`config.mk`:
```
export PLATFORM = sky130hd
export DESIGN_NAME = rsil_top
export DESIGN_NICKNAME = d
export VERILOG_FILES = /design/src/core/rsil_edge_flag.v /design/src/core/rsil_top.v
export VERILOG_INCLUDE_DIRS = /design/src /design/src/core
export SDC_FILE = /design/constraint.sdc
export NUM_CORES = 1
export LEC_CHECK = 0
export ABC_AREA = 1
export BUFFER_PORTS_ARGS = -buffer_cell sky130_fd_sc_hd__buf_4
export CAP_MARGIN = 5
export CORE_MARGIN = 3
export CORE_UTILIZATION = 50
export DETAILED_ROUTE_END_ITERATION = 12
export PLACE_DENSITY = 0.75
export RECOVER_POWER = 25
export SYNTH_ARGS = -nofsm -noshare
export SYNTH_HDL_FRONTEND = slang
export SYNTH_SLANG_ARGS = --single-unit
```
`constraint.sdc`:
```
create_clock -name clk_i -period 2.7 [get_ports clk_i]
set_clock_uncertainty 0.15 [all_clocks]
set_input_delay 0.405 -clock clk_i [delete_from_list [all_inputs] [get_ports clk_i]]
set_output_delay 0.405 -clock clk_i [all_outputs]
set_load 0.1 [all_outputs]
```
`src/core/rsil_defs.vh`:
```
// Purpose: constants for the radio strobe and interrupt logic
// Assumes: 8-bit special function register access from the CPU
// Notes:   offsets are SFR addresses; strobe register offset is arbitrary
`ifndef RSIL_DEFS_VH
`define RSIL_DEFS_VH

`define RSIL_ADDR_EVENT_MASK   8'h91
`define RSIL_ADDR_EVENT_FLAGS  8'he9
`define RSIL_ADDR_STROBE       8'he1

`define RSIL_MASK_RESET        8'h00
`define RSIL_FLAGS_RESET       8'h00

`define RSIL_STB_SYNTH_ON      8'h00
`define RSIL_STB_CALIBRATE     8'h01
`define RSIL_STB_RECEIVE       8'h02
`define RSIL_STB_TRANSMIT      8'h03
`define RSIL_STB_IDLE          8'h04

`define RSIL_BIT_TXUNF         7
`define RSIL_BIT_RXOVF         6
`define RSIL_BIT_TIMEOUT       5
`define RSIL_BIT_DONE          4
`define RSIL_BIT_CS            3
`define RSIL_BIT_PREAMBLE      2
`define RSIL_BIT_CCA           1
`define RSIL_BIT_SYNC          0

`define RSIL_CAL_CYCLES        16'd64

`define RSIL_ST_IDLE           3'd0
`define RSIL_ST_CAL            3'd1
`define RSIL_ST_FS_ON          3'd2
`define RSIL_ST_RX             3'd3
`define RSIL_ST_TX             3'd4
`define RSIL_ST_RX_OVF         3'd5
`define RSIL_ST_TX_UNF         3'd6

`endif

```
`src/core/rsil_edge_flag.v`:
```
// Purpose: one sticky event flag set on a rising edge of its condition
// Assumes: condition synchronous to clk_i
// Notes:   set beats a same-cycle software clear
`default_nettype none
module rsil_edge_flag (
	input  wire clk_i,
	input  wire rst_n_i,
	input  wire cond_i,
	input  wire wr_i,
	input  wire wr_bit_i,
	output reg  flag_o
);
	reg cond_q;
	wire rise = cond_i & ~cond_q;

	always @(posedge clk_i or negedge rst_n_i) begin
		if (!rst_n_i) begin
			cond_q <= 1'b0;
			flag_o <= 1'b0;
		end else begin
			cond_q <= cond_i;
			if (rise)
				flag_o <= 1'b1;
			else if (wr_i && !wr_bit_i)
				flag_o <= 1'b0;
		end
	end
endmodule // rsil_edge_flag
`default_nettype wire

```
`src/core/rsil_top.v`:
```
// Function
// Strobe 0x00 turns synthesizer on, calibrating first when auto calibration set.
// Strobe 0x00 in receive with clear channel check goes to synth-only wait.
// Strobe 0x01 calibrates then switches synthesizer off; allowed from idle.
// Strobe 0x02 enters receive, calibrating first from idle with auto calibration.
// Strobe 0x03 in idle enters transmit, calibrating first with auto calibration.
// Strobe 0x03 in receive with clear channel check transmits only if clear.
// Strobe 0x04 forces idle with synthesizer off.
// Strobes are single bytes; undefined values do nothing.
// Two interrupt requests: data byte request and combined radio request.
// Event flags set only on rising edge of their condition.
// Data byte flag: byte waiting in receive, room for byte in transmit.
// Data byte request only while its enable is 1.
// Eight events set own flag regardless of mask.
// Flag set with matching mask bit sets combined radio flag.
// Combined request raised while combined flag set and its enable is 1.
// Flag bits 7..0: underflow, overflow, timeout, done, carrier, preamble, clear, sync; reset 0.
// Packet done also set on underflow or overflow.
// Mask register: one read-write enable per flag position, reset 0.
// Writing 0 clears a flag, writing 1 leaves it; flags stay until cleared.
// Data register holds one byte; unread byte overwritten means receive overflow.
// Too few transmit bytes means underflow; idle strobe leaves overflow or underflow.
//
// Purpose: command strobe decode, radio state, event flags and CPU interrupt requests
// Assumes: SFR writes and reads are single-cycle strobes synchronous to clk_i
// Notes:   analog synthesizer calibration modelled as a fixed cycle count
`default_nettype none
`include "rsil_defs.vh"
module rsil_top #(
	parameter [15:0] CAL_CYCLES = `RSIL_CAL_CYCLES
) (
	input  wire       clk_i,
	input  wire       resetn_i,
	input  wire       sfr_wr_i,
	input  wire       sfr_rd_i,
	input  wire [7:0] sfr_addr_i,
	input  wire [7:0] sfr_wdata_i,
	output reg  [7:0] sfr_rdata_o,
	input  wire       data_wr_i,
	input  wire [7:0] data_wdata_i,
	input  wire       data_rd_i,
	output reg  [7:0] data_rdata_o,
	input  wire       rx_byte_i,
	input  wire [7:0] rx_data_i,
	input  wire       tx_byte_take_i,
	output reg        tx_byte_valid_o,
	output reg  [7:0] tx_byte_o,
	input  wire       rx_timeout_i,
	input  wire       packet_done_i,
	input  wire       carrier_sense_i,
	input  wire       preamble_quality_i,
	input  wire       clear_channel_i,
	input  wire       sync_detected_i,
	input  wire       auto_calibration_setting_i,
	input  wire       cca_enable_i,
	input  wire       data_byte_irq_enable_i,
	input  wire       radio_irq_enable_i,
	input  wire       data_byte_flag_clr_i,
	input  wire       radio_cpu_flag_clr_i,
	output reg        data_byte_cpu_flag_o,
	output reg        combined_radio_cpu_flag_o,
	output reg        data_byte_irq_o,
	output reg        radio_irq_o,
	output reg  [2:0] radio_state_o,
	output reg        synth_on_o
);
	reg        rst_meta;
	reg        rst_n;
	reg  [7:0] radio_event_mask;
	reg  [2:0] state;
	reg  [2:0] cal_target;
	reg [15:0] cal_cnt;
	reg  [7:0] data_buf;
	reg        rx_full;
	reg        tx_full;
	reg        tx_unf_ev;
	reg        rx_ovf_ev;
	reg        data_lvl_q;
	reg  [2:0] next_state;
	reg  [2:0] next_target;
	reg        next_cal;
	wire [7:0] radio_event_flags;
	wire [7:0] ev_cond;
	wire       strobe_wr;
	wire       flags_wr;
	wire       data_lvl;

	always @(posedge clk_i or negedge resetn_i) begin
		if (!resetn_i) begin
			rst_meta <= 1'b0;
			rst_n    <= 1'b0;
		end else begin
			rst_meta <= 1'b1;
			rst_n    <= rst_meta;
		end
	end

	assign strobe_wr = sfr_wr_i && (sfr_addr_i == `RSIL_ADDR_STROBE);
	assign flags_wr  = sfr_wr_i && (sfr_addr_i == `RSIL_ADDR_EVENT_FLAGS);

	// Strobe decode; next_cal requests a calibration before next_target
	always @* begin
		next_state  = state;
		next_target = cal_target;
		next_cal    = 1'b0;
		if (strobe_wr) begin
			case (sfr_wdata_i)
			`RSIL_STB_SYNTH_ON: begin
				if (state == `RSIL_ST_IDLE && auto_calibration_setting_i) begin
					next_cal    = 1'b1;
					next_target = `RSIL_ST_FS_ON;
				end else if (state == `RSIL_ST_IDLE ||
					(state == `RSIL_ST_RX && cca_enable_i)) begin
					next_state = `RSIL_ST_FS_ON;
				end
			end
			`RSIL_STB_CALIBRATE: begin
				if (state == `RSIL_ST_IDLE) begin
					next_cal    = 1'b1;
					next_target = `RSIL_ST_IDLE;
				end
			end
			`RSIL_STB_RECEIVE: begin
				if (state == `RSIL_ST_IDLE && auto_calibration_setting_i) begin
					next_cal    = 1'b1;
					next_target = `RSIL_ST_RX;
				end else if (state == `RSIL_ST_IDLE || state == `RSIL_ST_FS_ON || state == `RSIL_ST_TX) begin
					next_state = `RSIL_ST_RX;
				end
			end
			`RSIL_STB_TRANSMIT: begin
				if (state == `RSIL_ST_IDLE && auto_calibration_setting_i) begin
					next_cal    = 1'b1;
					next_target = `RSIL_ST_TX;
				end else if (state == `RSIL_ST_IDLE || state == `RSIL_ST_FS_ON) begin
					next_state = `RSIL_ST_TX;
				end else if (state == `RSIL_ST_RX && (!cca_enable_i || clear_channel_i)) begin
					next_state = `RSIL_ST_TX;
				end
			end
			`RSIL_STB_IDLE: begin
				next_state = `RSIL_ST_IDLE;
			end
			default: begin
				next_state = state;
			end
			endcase
			if (next_cal)
				next_state = `RSIL_ST_CAL;
		end else begin
			case (state)
			`RSIL_ST_CAL: begin
				if (cal_cnt == 16'd0)
					next_state = cal_target;
			end
			`RSIL_ST_RX: begin
				if (rx_byte_i && rx_full && !data_rd_i)
					next_state = `RSIL_ST_RX_OVF;
			end
			`RSIL_ST_TX: begin
				if (tx_byte_take_i && !tx_full)
					next_state = `RSIL_ST_TX_UNF;
			end
			default: begin
				next_state = state;
			end
			endcase
		end
	end

	always @(posedge clk_i or negedge rst_n) begin
		if (!rst_n) begin
			state      <= `RSIL_ST_IDLE;
			cal_target <= `RSIL_ST_IDLE;
			cal_cnt    <= 16'd0;
		end else begin
			state      <= next_state;
			cal_target <= next_target;
			if (next_state == `RSIL_ST_CAL && state != `RSIL_ST_CAL)
				cal_cnt <= CAL_CYCLES - 16'd1;
			else if (cal_cnt != 16'd0)
				cal_cnt <= cal_cnt - 16'd1;
		end
	end

	// One-byte data register shared by receive and transmit
	always @(posedge clk_i or negedge rst_n) begin
		if (!rst_n) begin
			data_buf  <= 8'h00;
			rx_full   <= 1'b0;
			tx_full   <= 1'b0;
			rx_ovf_ev <= 1'b0;
			tx_unf_ev <= 1'b0;
		end else begin
			rx_ovf_ev <= (state == `RSIL_ST_RX) && rx_byte_i && rx_full && !data_rd_i;
			tx_unf_ev <= (state == `RSIL_ST_TX) && tx_byte_take_i && !tx_full;
			if (state == `RSIL_ST_RX) begin
				tx_full <= 1'b0;
				if (rx_byte_i && !(rx_full && !data_rd_i)) begin
					data_buf <= rx_data_i;
					rx_full  <= 1'b1;
				end else if (data_rd_i) begin
					rx_full <= 1'b0;
				end
			end else if (state == `RSIL_ST_TX) begin
				rx_full <= 1'b0;
				if (data_wr_i && !tx_full) begin
					data_buf <= data_wdata_i;
					tx_full  <= 1'b1;
				end else if (tx_byte_take_i) begin
					tx_full <= 1'b0;
				end
			end else if (state == `RSIL_ST_IDLE) begin
				// Stale bytes dropped on return to idle
				rx_full <= 1'b0;
				tx_full <= 1'b0;
			end
		end
	end

	assign data_lvl = ((state == `RSIL_ST_RX) && rx_full) ||
		((state == `RSIL_ST_TX) && !tx_full);

	// Named event conditions, in the bit order of the flag register
	wire       cond_tx_underflow;
	wire       cond_rx_overflow;
	wire       cond_rx_timeout;
	wire       cond_packet_done;
	wire       cond_carrier_sense;
	wire       cond_preamble;
	wire       cond_clear_channel;
	wire       cond_sync_detected;

	assign cond_tx_underflow  = tx_unf_ev;
	assign cond_rx_overflow   = rx_ovf_ev;
	assign cond_rx_timeout    = rx_timeout_i;
	// Packet done also marks overflow and underflow
	assign cond_packet_done   = packet_done_i | tx_unf_ev | rx_ovf_ev;
	assign cond_carrier_sense = carrier_sense_i;
	assign cond_preamble      = preamble_quality_i;
	assign cond_clear_channel = clear_channel_i;
	assign cond_sync_detected = sync_detected_i;

	assign ev_cond = {cond_tx_underflow, cond_rx_overflow, cond_rx_timeout, cond_packet_done,
		cond_carrier_sense, cond_preamble, cond_clear_channel, cond_sync_detected};

	genvar gi;
	generate
		for (gi = 0; gi < 8; gi = gi + 1) begin : g_flag
			rsil_edge_flag u_flag (
				.clk_i   (clk_i),
				.rst_n_i (rst_n),
				.cond_i  (ev_cond[gi]),
				.wr_i    (flags_wr),
				.wr_bit_i(sfr_wdata_i[gi]),
				.flag_o  (radio_event_flags[gi])
			);
		end
	endgenerate

	// Mask register
	always @(posedge clk_i or negedge rst_n) begin
		if (!rst_n) begin
			radio_event_mask <= `RSIL_MASK_RESET;
		end else begin
			if (sfr_wr_i && sfr_addr_i == `RSIL_ADDR_EVENT_MASK)
				radio_event_mask <= sfr_wdata_i;
		end
	end

	// Data byte flag, set on the rising level of byte ready or room
	always @(posedge clk_i or negedge rst_n) begin
		if (!rst_n) begin
			data_lvl_q           <= 1'b0;
			data_byte_cpu_flag_o <= 1'b0;
		end else begin
			data_lvl_q <= data_lvl;
			if (data_lvl && !data_lvl_q)
				data_byte_cpu_flag_o <= 1'b1;
			else if (data_byte_flag_clr_i)
				data_byte_cpu_flag_o <= 1'b0;
		end
	end

	wire       masked_set;
	// Any masked flag still set wins over a same-cycle clear
	assign masked_set = |(radio_event_flags & radio_event_mask & ~{8{flags_wr}}) ||
		|(radio_event_flags & radio_event_mask & sfr_wdata_i);

	always @(posedge clk_i or negedge rst_n) begin
		if (!rst_n) begin
			combined_radio_cpu_flag_o <= 1'b0;
		end else begin
			if (masked_set)
				combined_radio_cpu_flag_o <= 1'b1;
			else if (radio_cpu_flag_clr_i)
				combined_radio_cpu_flag_o <= 1'b0;
		end
	end

	always @(posedge clk_i or negedge rst_n) begin
		if (!rst_n) begin
			data_byte_irq_o <= 1'b0;
			radio_irq_o     <= 1'b0;
		end else begin
			data_byte_irq_o <= data_byte_cpu_flag_o & data_byte_irq_enable_i;
			radio_irq_o     <= combined_radio_cpu_flag_o & radio_irq_enable_i;
		end
	end

	// Read data holds until the next read
	always @(posedge clk_i or negedge rst_n) begin
		if (!rst_n) begin
			sfr_rdata_o <= 8'h00;
		end else begin
			if (sfr_rd_i) begin
				case (sfr_addr_i)
				`RSIL_ADDR_EVENT_MASK:  sfr_rdata_o <= radio_event_mask;
				`RSIL_ADDR_EVENT_FLAGS: sfr_rdata_o <= radio_event_flags;
				default:                sfr_rdata_o <= 8'h00;
				endcase
			end
		end
	end

	// Status and data outputs, one cycle behind the internal state
	always @(posedge clk_i or negedge rst_n) begin
		if (!rst_n) begin
			data_rdata_o    <= 8'h00;
			tx_byte_valid_o <= 1'b0;
			tx_byte_o       <= 8'h00;
			radio_state_o   <= `RSIL_ST_IDLE;
			synth_on_o      <= 1'b0;
		end else begin
			data_rdata_o    <= data_buf;
			tx_byte_valid_o <= (state == `RSIL_ST_TX) && tx_full;
			tx_byte_o       <= data_buf;
			radio_state_o   <= state;
			synth_on_o      <= (state != `RSIL_ST_IDLE) && !(state == `RSIL_ST_CAL && cal_target == `RSIL_ST_IDLE &&
				cal_cnt == 16'd0);
		end
	end
endmodule // rsil_top
`default_nettype wire

```
-- Word-level counts from Yosys, hierarchy flattened
Cells that the tools add are included.
- flip-flop bits (word level): 86
- input port bits: 52
- output and inout bits: 33
- word-level logic and storage cells: 222
- muxes and demuxes: 59
- eq/ne operators: 20
- reductions and logical operators: 81
- add/sub/neg operators: 1
- bitwise operators: 24
- operator list (operator ; count):
    two-way mux 3 bit ; 16
    logical AND 1 bit ; 33
    two-way mux 1 bit ; 32
    two-way mux 16 bit ; 2
    two-way mux 8 bit ; 4
    nonzero test 2 bit ; 13
    bitwise AND 8 bit ; 3
    equality test 8 bit, second input constant ; 3
    case mux 3 bit (4 select lines) ; 2
    equality test 8 x 2 -> 1 bit, second input constant ; 2
    zero test 16 bit ; 1
    case mux 8 bit (2 select lines) ; 1
    nonzero test 16 bit ; 1
    OR reduction 8 bit ; 2
    subtractor 16 x 1 -> 16 bit, second input constant ; 1
    zero test 1 bit ; 14
    bitwise AND 1 bit ; 10
    inequality test 2 bit, second input constant ; 5
    case mux 3 bit (3 select lines) ; 1
    equality test 8 x 1 -> 1 bit, second input constant ; 1
    equality test 8 x 3 -> 1 bit, second input constant ; 1
    zero test 8 bit ; 1
    inverter 1 bit ; 8
    inverter 8 bit ; 1
    other kinds (16) ; 27

-- Longest topological paths before layout
- depth in word-level cells: 12
- depth in mapped cells: 12
- mapped depth without buffers: 12

-- Hierarchy
From an unflattened synthesis, not the netlist that was laid out.
- cell total of the unflattened synthesis: 502
- area, all modules: 4101.4 µm²
- modules (own cells, without submodules) (module ; times used ; area each (µm²) ; cells each ; seq. area each (µm²)):
    rsil_top ; 1 ; 3520.9 ; 438 ; 1751.7
    rsil_edge_flag ; 8 ; 72.6 ; 8 ; 50.0

-- Least setup slack after synthesis
Ideal clock, no wire load.
- kind: reg-to-output
- start: register tx_byte_o[0]
- end: output tx_byte_o[0]
- cell stages (with the launch flop): 2
- data required time: 2.145 ns
- path slack: 0.821 ns
- arrival: 1.324 ns
- path buffers: 1
- cells stage by stage: dfrtp_1 -> buf_4
- RTL lines (item ; line ; source):
    start, declared ; rsil_top.v:47 ; output reg [7:0] tx_byte_o,
    start signal, assigned ; rsil_top.v:337 ; tx_byte_o <= data_buf;
No word-level cell between the ends.

-- Final worst setup path
- start: register state[2]
- end: register state[0]
- longest elaborated chain between the ends: 8
- elaborated cells on any way between the ends: 26
- classes of those cells: eq/ne (4); mux (15); reduce/logical (7)
- RTL lines (item ; line ; source):
    start, declared ; rsil_top.v:70 ; reg [2:0] state;
    start signal, assigned ; rsil_top.v:173 ; state <= `RSIL_ST_IDLE;
    start signal, assigned ; rsil_top.v:177 ; state <= next_state;
    equality test 3 x 2 -> 1 bit (tied with other cells) ; rsil_top.v:151 ; case (state)
    logical AND 1 bit (tied with other cells) ; rsil_top.v:137 ; end else if (state == `RSIL_ST_RX && (!cca_enable_i || clear_channel_i)) begin
    two-way mux 3 bit (tied with other cells) ; rsil_top.v:137 ;
    two-way mux 3 bit, on equally long branches ; rsil_top.v:135, rsil_top.v:112, rsil_top.v:127 ;
    two-way mux 3 bit, on equally long branches ; rsil_top.v:132, rsil_top.v:109, rsil_top.v:124 ;
    case mux 3 bit (4 select lines) ; rsil_top.v:107 ; case (sfr_wdata_i)
    two-way mux 3 bit ; rsil_top.v:148 ; if (next_cal)
    two-way mux 3 bit * ; rsil_top.v:106 ; if (strobe_wr) begin
    net next_state[0] ; rsil_top.v:79 ; reg [2:0] next_state;
The timed path passes the listed nets; every way through them passes the cells marked *. The select of a mux whose other input is x is not followed.
A chain may end at the register's enable or synchronous reset.

==> qor.yml <==
placement:
  dpl_cell_area_um2: 4860
  dp_hpwl_um: 6951
  gp_congestion: 0.9051
  portBuffers: 84
  place_ws_ns: 0.5423
clock_network:
  htree_levels: 3
  cts_buffer_depth: 2
  clkSinkCount: 86
  cts_root_buf: "clkbuf_8"
  clkLatencyLatePin_ns: 0.36
  cts_buffers: 9
  post_cts_resized: 0
  clkTransAtPathRegs_ns: 0.09
  cts_setup_buffers: 0
  hold_buffers: 2
  tritoncts: "done"
sta:
  fmax_ghz: 0.4665
  fin_ws_ns: 0.5565
  min_period_ns: 2.143
  final_max_slew_viol_count: 47
  rsz0062_at_grt: "false"
  maxSlewHeadroom: -0.2330
  worstMarginPinSlew_ns: 1.850
  tns_ns: 0
  finalHoldViolations: 0
  period_share: 0.7939
  setup_viol: 0
yosys:
  ys_types: 40
  synthCells: 495
  synth_common_cells: "nand2_1 (93), dfrtp_1 (86), inv_1 (65), nor2_1 (59), nand3_1 (42)"
  synth_area_leader_cell: "dfrtp_1"
  synth_edf_count: 0
  yosys-top-cells-area: "dfrtp_1 (51%), nand2_1 (8.3%), inv_1 (5.8%)"
  synth_top_area_frac: 0.5124
  synth_most_common_cell: "nand2_1"
  synth_ff_type: "dfrtp_1"
  yosys_register_bits: 86
  yosysSeqAreaShare: 0.5124
  synth_nets: 549
  syn-cell-area_um2: 4200
  avgSynthCellArea_um2: 8.485
  synth-async-reset-ratio: 1.000
  yosys_warnings: 0
drt:
  antenna_left: 0
  vias_per_cell: 5.205
  wl_per_cell_um: 13.37
  drt_iter0_drc: 193
  drcViolationCount: 0
  routed_wl_um: 9133
  vias: 3555
  firstDrtPassIters: 5
pwr:
  leakagePower_nw: 2.421
  pwr-share-seq: 0.367
  internal_power_mw: 2.427
  comb_power_share: 0.424
  p_per_area_nw_per_um2: 910.1
  power_switching_mw: 2.196
  pwr-share-clk: 0.209
  netSwitchingFraction: 0.4750
  peakVddDrop_uv: 938.6
  power_mw: 4.623
die:
  die_w_um: 97.66
  initial_core_util: 0.5298
  io_pins: 85
  rows: 32
  die_h_um: 97.66
  die-area_um2: 9537
  coreArea_um2: 7928
worst_hold_path:
  hold_path_class: "in -> reg"
finish:
  fillers: 715
  final_util: 0.6408
  fin_nets: 630
  layout-drive-gt1-share: 0.2238
  area_growth_pct: 20.94
  fin_area_um2: 5080
  antenna_cells: 0
grt:
  grt_pass1_vias: 3472
  grt_usage: 0.1997
  antenna_found_initial: 0
  grt_max_degree: 48
  grt_pass1_wl_um: 15780
  globalRoute.totalOverflow: 0
setup_path:
  startpoint_type: "flip-flop"
  ff2ff_setup_slack_ns: 0.56
  end_kind: "flip-flop"
  path_max_fanout: 14
  worstPathArrival_ns: 2.24
  criticalPathCategory: "reg -> reg"
  required_ns: 2.80
status:
  violations: "capacitance limit, slew limit"
  status: "complete, but fails checks"
job:
  drv_cap: 1
-- cells in the final DEF, fill, tap and decap left out, types with 5 or more instances in the layout --
| master | synthesis | routed |
|---|---|---|
| nor3_1 | 10 | 10 |
| dfrtp_1 | 86 | 86 |
| a31oi_1 | 17 | 17 |
| clkbuf_8 | 1 | 11 |
| nand3_2 | 5 | 5 |
| nand4_1 | 6 | 6 |
| nor2_2 | 8 | 8 |
| buf_4 | 9 | 79 |
| nand2_1 | 93 | 93 |
| nor2_1 | 59 | 59 |
| o21ai_0 | 31 | 31 |
| inv_1 | 65 | 65 |
| xor2_1 | 7 | 7 |
| o211ai_1 | 7 | 7 |
| inv_2 | 6 | 6 |
| nand3_1 | 42 | 42 |
-- state kept, by name (all words and copies together) (netlist names), 3 cells and up --
name / count
radio_state_o: 3
sfr_rdata_o: 8
cal_target: 3
g_flag.u_flag.flag_o: 8
radio_event_mask: 8
state: 3
g_flag.u_flag.cond_q: 8
tx_byte_o: 8
cal_cnt: 16
data_buf: 8
-- final timing paths --
kind / start / endpoint / depth (start not counted)
max: state[2] / state[0] / 12
min: sync_detected_i / g_flag[0].u_flag.cond_q / 1
max reg2reg: state[2] / state[0] / 12
min reg2reg: rst_meta / rst_n / 0
max in group asynchronous: rst_n / cal_cnt[0] / 0
min in group asynchronous: resetn_i / rst_meta / 2
-- final cells by class --
cell class / count / area [µm²] / share of cell area
flip-flops and latches: 86 / 2152 / 0.4236
multi-input cells: 320 / 1652 / 0.3251
repair buffers: 88 / 666.9 / 0.1313
inverters: 71 / 266.5 / 0.05246
clock buffers: 11 / 151.4 / 0.02980
well taps: 102 / 127.6 / 0.02512
clock inverters: 5 / 63.81 / 0.01256
-- metrics by stage --
stage,hold slack [ns],cells
6_report,0.03274,683
3_5_place_dp,0.03754,665
4_1_cts,0.002134,683
2_1_floorplan,-0.04059,495
5_1_grt,0.02607,683
3_3_place_gp,0.03727,665
-- cells by family after synthesis --
| family | Yosys count | synth area share |
|---|---|---|
| AOI/OAI and AO/OA | 73 | 0.1046 |
| xor gates and xnor gates | 8 | 0.01668 |
| buffers and inverters | 89 | 0.09442 |
| DFF | 86 | 0.5124 |
| adders and majority gates | 2 | 0.005957 |
| other | 1 | 0.0008928 |
| and+or+nand+nor | 236 | 0.2651 |
-- power groups by stage --
stage,logic (mW),registers [mW],clock network [mW]
5_1_grt,2.06,1.73,1.05
3_3_place_gp,1.95,1.71,0
2_1_floorplan,0.877,2.44,0
6_report,1.96,1.70,0.966
3_5_place_dp,1.97,1.72,0
4_1_cts,1.97,1.70,0.984
-- critical path, cell delays in order (launching register included) --
cell and delay (ns):
dfrtp_1 0.41, inv_2 0.18, nand3_2 0.31, inv_2 0.30, nand2_1 0.08, nand2_1 0.06, inv_1 0.06, nand3_1 0.06
o21ai_1 0.07, nor3_1 0.15, nand2_1 0.08, nand2_1 0.08, nand2_1 0.05
-- layer usage --
metal / GRT usage / share of wire / wire, µm
met1: 0.2734 / 0.45 / 4151
met2: 0.3152 / 0.47 / 4310
met3: 0.03877 / 0.056 / 510
met4: 0.07561 / 0.018 / 160
met5: 0 / 0 / 0
(Power assumes the default switching activity.)
